==> src/logic/idc_pkg.sv <==
/*
 * Constants, frame layout and types for the isolated driver
 * configuration port.
 * Assumes a 10 MHz ref_clk far faster than the serial clock.
 */
// Behaviour
// - access only while select low and fault pin pulled low externally
// - transfers whose clock count is not a multiple of 24 are ignored
// - bits shifted in pass onward on the data output for chaining
// - gate output forced off while select and fault pin are both low
// - gate output works normally again once select returns high
// - clock idles low, data captured on second edge of each bit
// - two address bits in the frame pick the register
// - 24 data bits per frame, most significant bit first
// - direction bit zero reads, one writes
// - written values go to the nonvolatile memory on the far side
// - address 00 trim, 01 protection settings, 10 memory control
// - trim bits 23:18 offset and 17:12 gain of input b
// - trim bits 11:6 offset and 5:0 gain of input a
// - control bits 5:2 memory errors, bit 1 busy, bit 0 simulated trim
// - settings bit 0 picks report rate, 0 slow, 1 fast
`default_nettype none
package idc_pkg;
  localparam int WORD_W = 24;
  localparam int FRAME_W = 48;
  localparam int MBZ_W = 21;
  localparam logic [4:0] BIT_LAST = 5'h17;
  localparam logic [4:0] BIT_FIRST = 5'h00;
  localparam logic [1:0] WORDS_MIN = 2'h2;
  localparam logic [1:0] ADDR_TRIM = 2'h0;
  localparam logic [1:0] ADDR_PROT = 2'h1;
  localparam logic [1:0] ADDR_CTRL = 2'h2;
  localparam int RATE_BIT = 0;
  localparam int SIM_BIT = 0;
  localparam int BUSY_BIT = 1;
  localparam int ECC_LSB = 2;
  localparam logic [23:0] TRIM_RST = 24'h000000;
  localparam logic [23:0] PROT_RST = 24'h000000;
  localparam logic [17:0] CTRL_PAD = 18'h00000;
  localparam logic [20:0] MBZ_VAL = 21'h000000;

  // header word: direction, address, then must-be-zero filler
  typedef struct packed {
    logic dir;
    logic [1:0] addr;
    logic [MBZ_W-1:0] must_zero_bits;
  } idc_hdr_t;

  typedef struct packed {
    logic [5:0] b_offset;
    logic [5:0] b_gain;
    logic [5:0] a_offset;
    logic [5:0] a_gain;
  } idc_trim_t;

  typedef struct packed {
    logic cs_n;
    logic sclk;
    logic mosi;
    logic uvlo;
  } idc_pins_t;

  typedef enum logic [1:0] {ST_IDLE, ST_SHIFT, ST_PROG} idc_state_t;
endpackage
`default_nettype wire

==> src/logic/idc_spi_cfg.sv <==
/*
 * Serial configuration port of the isolated gate driver: pin
 * synchronisers, 48-bit frame shifter, register shadows, memory
 * write strobe and gate blanking.
 * Assumes nvm_done, ecc_err, gate_cmd and uv_fault_det come from
 * logic on ref_clk; the serial pins are asynchronous.
 */
`default_nettype none
module idc_spi_cfg
  import idc_pkg::*;
(
  input wire logic ref_clk,
  input wire logic arst_n,
  input wire logic sclk,
  input wire logic cs_n,
  input wire logic mosi,
  input wire logic undervoltage_fault_pin_i,
  input wire logic uv_fault_det,
  input wire logic gate_cmd,
  input wire logic nvm_done,
  input wire logic [3:0] ecc_err,
  output logic miso,
  output logic miso_oe_n,
  output logic undervoltage_fault_pin_o,
  output logic undervoltage_fault_pin_oe_n,
  output logic gate_out,
  output logic nvm_wr_stb,
  output logic [1:0] nvm_wr_addr,
  output logic [23:0] nvm_wr_data,
  output idc_trim_t trim,
  output logic [23:0] prot,
  output logic simulated_trim_request,
  output logic report_rate
);

  idc_pins_t s1_q, s2_q;
  logic sclk_prev_q;
  idc_state_t st_q, st_d;
  logic [FRAME_W-1:0] sr_q, sr_d;
  logic [4:0] bit_q, bit_d;
  logic [1:0] wrd_q, wrd_d;
  logic miso_q, miso_d, moe_n_q, moe_n_d;
  idc_trim_t trim_q, trim_d;
  logic [23:0] prot_q, prot_d;
  logic sim_q, sim_d;
  logic stb_q, stb_d;
  logic [1:0] waddr_q, waddr_d;
  logic [23:0] wdata_q, wdata_d;
  logic gate_q, gate_d, uoe_n_q, uoe_n_d, rate_q, rate_d;
  logic sclk_rise, sclk_fall, act, blank, busy, sr_msb;
  idc_hdr_t hdr, hdr_in;
  logic [FRAME_W-1:0] sr_sh;

  // read-back mux; control word is mostly live status
  function automatic logic [23:0] rd_mux(input logic [1:0] a,
                                         input logic bz);
    logic [23:0] v;
    v = 24'h000000;
    case (a)
      ADDR_TRIM: v = trim_q;
      ADDR_PROT: v = prot_q;
      ADDR_CTRL: v = {CTRL_PAD, ecc_err, bz, sim_q};
      default: v = 24'h000000;
    endcase
    return v;
  endfunction

  // two-flop synchronisers on every pin from the host side
  always_ff @(posedge ref_clk or negedge arst_n) begin
    if (!arst_n) begin
      s1_q <= '{cs_n: 1'b1, sclk: 1'b0, mosi: 1'b0, uvlo: 1'b1};
      s2_q <= '{cs_n: 1'b1, sclk: 1'b0, mosi: 1'b0, uvlo: 1'b1};
      sclk_prev_q <= 1'b0;
    end else begin
      s1_q <= '{cs_n: cs_n, sclk: sclk, mosi: mosi, uvlo: undervoltage_fault_pin_i};
      s2_q <= s1_q;
      sclk_prev_q <= s2_q.sclk;
    end
  end

  // edges are seen from the second stage only
  assign sclk_rise = s2_q.sclk & ~sclk_prev_q;
  assign sclk_fall = ~s2_q.sclk & sclk_prev_q;
  // pin low while we are not pulling it means the host holds it
  assign act = ~s2_q.cs_n & ~s2_q.uvlo & uoe_n_q;
  assign blank = ~s2_q.cs_n & ~s2_q.uvlo;
  assign busy = (st_q == ST_PROG);
  assign sr_msb = sr_q[FRAME_W-1];
  assign hdr = idc_hdr_t'(sr_q[FRAME_W-1:WORD_W]);
  assign sr_sh = {sr_q[FRAME_W-2:0], s2_q.mosi};
  assign hdr_in = idc_hdr_t'(sr_sh[WORD_W-1:0]);

  // frame sequencer, shifter and register shadows
  always_comb begin
    st_d = st_q;
    sr_d = sr_q;
    bit_d = bit_q;
    wrd_d = wrd_q;
    miso_d = miso_q;
    moe_n_d = 1'b1;
    trim_d = trim_q;
    prot_d = prot_q;
    sim_d = sim_q;
    stb_d = 1'b0;
    waddr_d = waddr_q;
    wdata_d = wdata_q;
    case (st_q)
      ST_IDLE: begin
        if (act) begin
          st_d = ST_SHIFT;
          bit_d = BIT_FIRST;
          wrd_d = 2'h0;
          miso_d = sr_msb;
          moe_n_d = 1'b0;
        end
      end
      ST_SHIFT: begin
        if (!act) begin
          st_d = ST_IDLE;
          // only whole words count, and the last two are ours
          if (bit_q == BIT_FIRST && wrd_q == WORDS_MIN &&
              hdr.must_zero_bits == MBZ_VAL && hdr.addr != 2'h3 &&
              hdr.dir) begin
            waddr_d = hdr.addr;
            wdata_d = sr_q[WORD_W-1:0];
            stb_d = 1'b1;
            st_d = ST_PROG;
            case (hdr.addr)
              ADDR_TRIM: trim_d = idc_trim_t'(sr_q[WORD_W-1:0]);
              ADDR_PROT: prot_d = sr_q[WORD_W-1:0];
              default: sim_d = sr_q[SIM_BIT];
            endcase
          end
        end else begin
          moe_n_d = 1'b0;
          // change on the rising edge so the host samples on falling
          if (sclk_rise) begin
            miso_d = sr_msb;
          end
          if (sclk_fall) begin
            sr_d = sr_sh;
            if (bit_q == BIT_LAST) begin
              bit_d = BIT_FIRST;
              if (wrd_q != WORDS_MIN) begin
                wrd_d = wrd_q + 2'h1;
              end
              // read answer rides out in the following word
              if (wrd_q == 2'h0 && !hdr_in.dir) begin
                sr_d[FRAME_W-1:WORD_W] = rd_mux(hdr_in.addr, busy);
              end
            end else begin
              bit_d = bit_q + 5'h01;
            end
          end
        end
      end
      ST_PROG: begin
        // further accesses wait until the far side has stored it
        if (nvm_done) begin
          st_d = ST_IDLE;
        end
      end
      default: st_d = ST_IDLE;
    endcase
  end

  // gate blanking and fault pin drive
  always_comb begin
    gate_d = gate_cmd & ~blank;
    uoe_n_d = ~uv_fault_det;
    rate_d = prot_q[RATE_BIT];
  end

  always_ff @(posedge ref_clk or negedge arst_n) begin
    if (!arst_n) begin
      st_q <= ST_IDLE;
      sr_q <= '0;
      bit_q <= BIT_FIRST;
      wrd_q <= 2'h0;
      miso_q <= 1'b0;
      moe_n_q <= 1'b1;
      trim_q <= TRIM_RST;
      prot_q <= PROT_RST;
      sim_q <= 1'b0;
      stb_q <= 1'b0;
      waddr_q <= 2'h0;
      wdata_q <= 24'h000000;
      gate_q <= 1'b0;
      uoe_n_q <= 1'b1;
      rate_q <= 1'b0;
    end else begin
      st_q <= st_d;
      sr_q <= sr_d;
      bit_q <= bit_d;
      wrd_q <= wrd_d;
      miso_q <= miso_d;
      moe_n_q <= moe_n_d;
      trim_q <= trim_d;
      prot_q <= prot_d;
      sim_q <= sim_d;
      stb_q <= stb_d;
      waddr_q <= waddr_d;
      wdata_q <= wdata_d;
      gate_q <= gate_d;
      uoe_n_q <= uoe_n_d;
      rate_q <= rate_d;
    end
  end

  // every output straight from a flop, except undervoltage_fault_pin_o, which is tied low
  assign miso = miso_q;
  assign miso_oe_n = moe_n_q;
  assign undervoltage_fault_pin_o = 1'b0;
  assign undervoltage_fault_pin_oe_n = uoe_n_q;
  assign gate_out = gate_q;
  assign nvm_wr_stb = stb_q;
  assign nvm_wr_addr = waddr_q;
  assign nvm_wr_data = wdata_q;
  assign trim = trim_q;
  assign prot = prot_q;
  assign simulated_trim_request = sim_q;
  assign report_rate = rate_q;
endmodule
`default_nettype wire

==> config.mk <==
export PLATFORM = sky130hd
export DESIGN_NAME = idc_spi_cfg
export DESIGN_NICKNAME = d
export VERILOG_FILES = /design/src/logic/idc_pkg.sv /design/src/logic/idc_spi_cfg.sv
export SDC_FILE = /design/constraint.sdc
export NUM_CORES = 1
export LEC_CHECK = 0
export ABC_CLOCK_PERIOD_IN_PS = 4400
export BUFFER_PORTS_ARGS = -buffer_cell sky130_fd_sc_hd__clkbuf_2
export CORE_UTILIZATION = 55
export CTS_CLUSTER_SIZE = 16
export DETAILED_ROUTE_END_ITERATION = 12
export PLACE_DENSITY = 0.8
export SETUP_SLACK_MARGIN = 0.5
export SLEW_MARGIN = 20
export SYNTH_ARGS = -nofsm -noshare
export SYNTH_HDL_FRONTEND = slang
export SYNTH_SLANG_ARGS = --single-unit
==> constraint.sdc <==
create_clock -name ref_clk -period 4.4 [get_ports ref_clk]
set_clock_uncertainty 0.2 [all_clocks]
set_input_delay 0.66 -clock ref_clk [delete_from_list [all_inputs] [get_ports ref_clk]]
set_output_delay 0.66 -clock ref_clk [all_outputs]
set_load 0.005 [all_outputs]
==> results_dict.tcl, run 1 <==
set metrics [dict create \
    status "complete, no violations" \
    syn_area_um2 6320 \
    place_area_um2 6910 \
    path_clk_slew_ns 0.06 \
    drt-pass1-iter-count 4 \
    max_freq_ghz 0.296 \
    sw_frac_of_total_pct 21.0 \
    yosys-top-cells-area "dfrtp_1 (56%), mux2_2 (14%), mux2i_1 (7.6%), o21ai_0 (2.6%), dfstp_2 (2.5%)" \
    hold_viol_final 0 \
    max_stage_delay_ns 0.89 \
    pwr_density_cell_nw_per_um2 371 \
    via_per_inst 5.56 \
    core_um2 11000 \
    grt_pass1_wl_mm 20.8 \
    p_comb_share_pct 2.3 \
    max-vdd-ir-drop_v 0.000247 \
    rsz0062_at_grt "no" \
    relSlewSlack_pct 39.2 \
    path_class "register to register" \
    worstMarginPinSlew_ns 0.912 \
    final_common_cell "dfrtp_1" \
    antenna_found_initial 0 \
    grt_usage_pct 23.4 \
    synth_ff_type "dfrtp_1" \
    final_layout_size_suffix_gt1_share_pct 41.3 \
    power_frac_clock_pct 47.7 \
    clockRootBuffer "clkbuf_16" \
    cts_setup_buffers 0 \
    slew_viol_final 0 \
    cp-end-kind "register" \
    portBuffers 93 \
    dpl.cell_count 683 \
    path_max_fanout 13 \
    num_vias 3972 \
    ctsHtreeMaxLevel 4 \
    final_nets 579 \
    finalSetupTns_ns 0 \
    yosysUniqueCellTypes 51 \
    period_needed_ns 3.37 \
    p_int_mw 2.18 \
    setup_viol 0 \
    yosys.area.top_type "dfrtp_1" \
    synthAdderAreaFrac_pct 0.791 \
    ys.warnings.count 0 \
    dieHeight_um 109 \
    rows 38 \
    numCtsBuffers 17 \
    cts_tree "yes" \
    crit_chain "inv_1 -> ha_1 -> nor4b_1 -> nand4_2 -> nor4_4 -> buf_4 -> mux2_2" \
    max_cap_viol_count 0 \
    avgRoutedWirePerCell_um 17.7 \
    cts-resized-gates 0 \
    stdcell_count 714 \
    required_ns 4.50 \
    grt_max_degree 117 \
    synth_top_family_by_area "multiplexers" \
    synth_simple_gate_area_share_pct 6.81 \
    io_pins 95 \
    hold_class "primary input to register" \
    p_leak_nw 3.66 \
    synthArstFlopShare_pct 100 \
    synth_cells 469 \
    diodes 0 \
    synth-seq-cells 147 \
    holdWs_ns 0.122 \
    drt-initial-drc-count 159 \
    synth_enable_flop_cells 0 \
    critPathLaunchType "register" \
    clkSinkCount 147 \
    final_cell_mix "dfrtp_1 (141), clkbuf_2 (92), mux2_2 (77)" \
    synth_nets 486 \
    hpwlAfterDp_mm 8.40 \
    clock_latency_ns 0.42 \
    layout_worst_path_cycle_share_pct 76.7 \
    ys_seq_area_share_pct 58.3 \
    antenna_left 0 \
    die_area_um2 11900 \
    cts_hold_buf 0 \
    synthMuxAreaShare_pct 25.5 \
    clockBufferDepth 2 \
    synth.avg_cell_area_um2 13.5 \
    pwr-share-seq_pct 49.9 \
    grt_pass1_vias 4115 \
    synth_compound_area_share_pct 5.68 \
    cp_slowest_cell "nor4_4" \
    final_area_um2 7460 \
    start_util_pct 57.3 \
    finalPower_mw 2.76 \
    area_growth_pct 17.9 \
    totalWireLength_mm 12.7 \
    die_x_um 109 \
    fillers 800 \
    power_switching_uw 580 \
    synthXorXnorAreaFrac_pct 0 \
    drc_errors 0 \
    place.gp.congestion 0.856 \
    grt-ovfl-total 0 \
    yosysTopAreaCellShare_pct 55.8 \
    worstPathArrival_ns 3.47 \
]
==> per-stage QoR <==
step	setup slack [ns]	util (%)
6_report	1.03	67.6
5_1_grt	0.821	67.6
4_1_cts	0.979	67.6
3_5_place_dp	0.992	62.6
3_3_place_gp	1.21	62.6
2_1_floorplan	1.74	-
==> worst paths after layout <==
check	from	to	slack, ns	cells after the start
max	wrd_q[0]	prot[11]	1.03	7
min	undervoltage_fault_pin_i	s1_q[0]	0.12	1
max reg2reg	wrd_q[0]	prot[11]	1.03	7
min reg2reg	s1_q[2]	s2_q[2]	0.15	0
max in group asynchronous	arst_n	sr_q[12]	2.86	2
min in group asynchronous	arst_n	nvm_wr_addr[0]	0.15	1
==> worst max-delay path: cells and delay by family, from the launching register on <==
family | cells | cell delay, ns
and+or+nand+nor | 3 | 1.64
buffers and inverters | 2 | 0.45
DFF | 1 | 0.39
muxes | 1 | 0.36
adders and majority gates | 1 | 0.21
==> metal layers <==
layer / global-route usage (%) / up-vias / part of all wire (%)
met5: 0 / - / 0
met2: 36.4 / 92 / 49
met1: 31.2 / 2010 / 45
met3: 7.11 / 12 / 4.6
li1: - / 1858 / -
met4: 8.38 / 0 / 0.96
==> cells by family after synthesis <==
group | count (synthesis)
compound gates | 54
other cells | 1
buf+inv | 37
fa+ha+maj | 4
mux | 145
simple gates | 81
flops | 147
==> synthesized netlist by cell type (all sizes together), types with 4 or more instances <==
cell       n
mux2      97
nor2      20
ha         4
nor4       7
o2bb2ai    5
clkbuf    14
dfrtp    141
inv        8
nand2     29
dfstp      6
o21ai     33
buf       15
nand2b     7
mux2i     48
==> power groups by stage <==
stage	sequential, mW	combinational [mW]	clock, mW
2_1_floorplan	1.40	0.0260	0
3_3_place_gp	1.40	0.0624	0
3_5_place_dp	1.40	0.0655	0
4_1_cts	1.38	0.0662	1.35
5_1_grt	1.38	0.0748	1.40
6_report	1.38	0.0643	1.32
==> layout make-up <==
class | count | area [um^2] | share of cell area, %
clock buffer | 21 | 460 | 6.17
clock inverter | 10 | 85.1 | 1.14
inverter | 8 | 30.0 | 0.403
multi-input combinational | 285 | 2460 | 33.0
sequential | 147 | 3690 | 49.4
tap | 140 | 175 | 2.35
timing repair buffer | 103 | 562 | 7.53
==> registers in the layout (all words and copies together), names as in the netlist <==
name and flops:
s1_q 4, miso 1, undervoltage_fault_pin_oe_n 1, wrd_q 2
report_rate 1, nvm_wr_addr 2, s2_q 3, bit_q 5
prot 24, nvm_wr_stb 1, sclk_prev_q 1, trim 24
simulated_trim_request 1, gate_out 1, miso_oe_n 1, hdr_in 1
sr_q 48, st_q 2, nvm_wr_data 24
Power figures use the tool's default switching activity.
==> inputs of run 2 (changes only) <==
ABC_AREA = 1   (was not set)
ABC_CLOCK_PERIOD_IN_PS = 2870   (was 4400)
CORE_UTILIZATION = 52   (was 55)
PLACE_DENSITY = 0.79   (was 0.8)
clock period = 2.87 ns   (was 4.4 ns; I/O delays follow)
==> run 2 against run 1 <==
  * Worst setup slack lost 0.43 ns
  * Worst hold slack lost 0.11 ns
  * Clock-buffer cell count is the same
  * Die area grew 11%
  * Final area grew 5.8%
  * Via count grew 50%
  * Register-to-register slack lost 0.43 ns
  * Synthesized cell count grew 64%
  * Critical path type unchanged
==> results_dict.tcl, run 2 <==
set metrics [dict create \
    grt_pass1_vias 5495 \
    critPathLaunchType "register" \
    path_depth 12 \
    m1WireLength_mm 7.39 \
    fillers 1039 \
    drt-pass1-iter-count 5 \
    crit_chain "inv_1 -> ha_1 -> inv_1 -> nor2_1 -> nand2_1 -> nor2_1 -> nand2_1 -> nor2_4 -> buf_4 -> buf_6 -> nand4_1 -> nand2_1" \
    portBuffers 93 \
    sw_frac_of_total_pct 22.9 \
    worst-path-buf-inv 4 \
    max_freq_ghz 0.439 \
    path_max_fanout 26 \
    numCtsBuffers 17 \
    antenna_left 0 \
    core_um2 12200 \
    ys.warnings.count 0 \
    ys_seq_area_share_pct 55.7 \
    synth_enable_flop_cells 0 \
    max_stage_delay_ns 0.38 \
    rsz0062_at_grt "yes" \
    critPathTopFamily "simple AND/OR/NAND/NOR gates" \
    drt-initial-drc-count 708 \
    grt-ovfl-total 0 \
    final_nets 878 \
    pwr-share-seq_pct 48.8 \
    synthTopCellsByCount "nand2_1 (312), dfrtp_1 (141), nand4_1 (75)" \
    diodes 0 \
    clock_latency_ns 0.42 \
    grt_max_degree 69 \
    yosys.area.top_type "dfrtp_1" \
    die_area_um2 13200 \
    place.gp.congestion 0.846 \
    start_util_pct 54.2 \
    largest_reg_flops 48 \
    hpwlAfterDp_mm 10.8 \
    final_layout_size_suffix_gt1_share_pct 19.9 \
    cts_tree "yes" \
    p_leak_nw 4.14 \
    dieHeight_um 115 \
    period_needed_ns 2.28 \
    num_vias 5948 \
    top_register "sr_q" \
    p_int_mw 3.38 \
    drc_errors 0 \
    r2r.worst_path.cells 12 \
    ctsHtreeMaxLevel 4 \
    yosysUniqueCellTypes 29 \
    max-vdd-ir-drop_v 0.000398 \
    required_ns 3.03 \
    final_cell_mix "nand2_1 (311), dfrtp_1 (141), clkbuf_2 (92)" \
    route.met2.wl_mm 8.62 \
    dr.max_layer_used "met4" \
    synth_cells 767 \
    cp-end-kind "register" \
    synth_nets 784 \
    r2r_start "wrd_q[0]" \
    yosys-top-cells-area "dfrtp_1 (53%), nand2_1 (18%), nand4_1 (7.1%), nand3_1 (3.7%), nor2_1 (2.6%)" \
    relSlewSlack_pct 47.9 \
    pwr_density_cell_nw_per_um2 556 \
    syn_area_um2 6620 \
    finalSetupTns_ns 0 \
    synth_ff_type "dfrtp_1" \
    status "complete, no violations" \
    worstMarginPinSlew_ns 0.779 \
    place_ws_ns 0.577 \
    power_frac_clock_pct 47.6 \
    clockRootBuffer "clkbuf_16" \
    die_x_um 115 \
    grt_usage_pct 27.5 \
    grt_pass1_wl_mm 27.8 \
    totalWireLength_mm 17.8 \
    path_common_cell "nand2_1" \
    synth.most_common_cell "nand2_1" \
    min_path_cells 2 \
    final_common_cell "nand2_1" \
    path_clk_slew_ns 0.06 \
    path_class "register to register" \
    clockBufferDepth 2 \
    max_cap_viol_count 0 \
    hp-start "nvm_done" \
    synth-seq-cells 147 \
    p_comb_share_pct 3.6 \
    rows 40 \
    holdWs_ns 0.00861 \
    ff2ff_setup_slack_ns 0.59 \
    slew_viol_final 0 \
    yosysTopAreaCellShare_pct 53.3 \
    hold_viol_final 0 \
    wl_met3_mm 1.41 \
    setup_ws_ns 0.593 \
    regToRegEndpoint "nvm_wr_data[22]" \
    synthArstFlopShare_pct 100 \
    synth.avg_cell_area_um2 8.63 \
    antenna_found_initial 0 \
    finalPower_mw 4.39 \
    cp_slowest_cell "dfrtp_1" \
    power_switching_mw 1.01 \
    io_pins 95 \
    hold_class "primary input to register" \
    avgRoutedWirePerCell_um 17.0 \
    min_to "st_q[1]" \
    via_per_inst 5.71 \
    worstPathArrival_ns 2.43 \
    setup_viol 0 \
    clkSinkCount 147 \
    layout_worst_path_cycle_share_pct 79.4 \
    area_growth_pct 19.1 \
]
## run 2: cell count changes after synthesis, moves of 13 or more
cell      delta
o211ai_1    +15
mux2i_1     -48
buf_2       +18
nand4_1     +74
o21ai_0     -26
nand2_1    +283
nand3_1     +47
a21oi_1     +13
mux2_2      -77
nor2_1      +26
## run 2: power groups by stage
stage | clock network [mW] | registers, mW | logic [mW]
final | 2.09 | 2.14 | 0.160
after global routing | 2.21 | 2.14 | 0.186
after CTS | 2.11 | 2.14 | 0.160
after detailed placement | 0 | 2.17 | 0.149
after global placement | 0 | 2.17 | 0.143
after floorplan | 0 | 2.17 | 0.0691
## run 2: cells by family after synthesis
logic type               Yosys count  synth area share, %
AND/OR/NAND/NOR                  495                 33.2
flip-flops                       147                 55.7
buffers and inverters             74                 6.12
AO/OA/AOI/OAI                     45                 4.04
adder cells (fa/ha/maj)            4                0.756
XOR/XNOR                           1                0.132
other                              1               0.0566
## run 2: area by class of cell
class	instances	area, um^2	share of cell area (%)
inverter	24	93.8	1.19
tap	168	210	2.66
clock buffer	21	450	5.71
multi-input combinational	549	2600	33.0
clock inverter	11	105	1.33
sequential	147	3690	46.7
timing repair buffer	122	743	9.42
## run 2: worst max path at each step
stage	slack, ns	to	start
finish	0.59	nvm_wr_data[22]	wrd_q[0]
global route	0.45	nvm_wr_data[22]	wrd_q[0]
CTS	0.51	prot[2]	wrd_q[0]
detailed placement	0.58	nvm_wr_data[16]	s2_q[3]
global placement	0.63	nvm_wr_data[22]	s2_q[3]
floorplan	1.07	prot[0]	wrd_q[0]
## run 2: stage by stage
stage | instance area [um^2] | util [%] | std cells
2_1_floorplan | 6620 | - | 767
3_3_place_gp | 7150 | 58.6 | 998
3_5_place_dp | 7150 | 58.6 | 998
4_1_cts | 7780 | 63.7 | 1037
5_1_grt | 7890 | 64.6 | 1042
6_report | 7890 | 64.6 | 1042
## run 2: layer usage
| metal | global-route usage (%) | vias to the layer above |
|---|---|---|
| li1 | - | 2739 |
| met1 | 37.4 | 2901 |
| met2 | 43.3 | 273 |
| met3 | 6.22 | 35 |
| met4 | 10.4 | 0 |
| met5 | 0 | - |
## run 2: worst reg2reg max path: stages, from the launching register on
cell and delay, ns:
dfrtp_1 0.38, inv_1 0.09, ha_1 0.17, inv_1 0.05, nor2_1 0.10, nand2_1 0.07, nor2_1 0.11, nand2_1 0.11
nor2_4 0.16, buf_4 0.25, buf_6 0.24, nand4_1 0.17, nand2_1 0.10
## run 2: repair_timing
item / 4_1_cts / 5_1_grt
endpoints found under the setup margin: 0 / 77
hold buffers: 7 / 0
setup buffers: 0 / 2
hold endpoints to repair: 70 / 0
gates resized for setup: 0 / 13
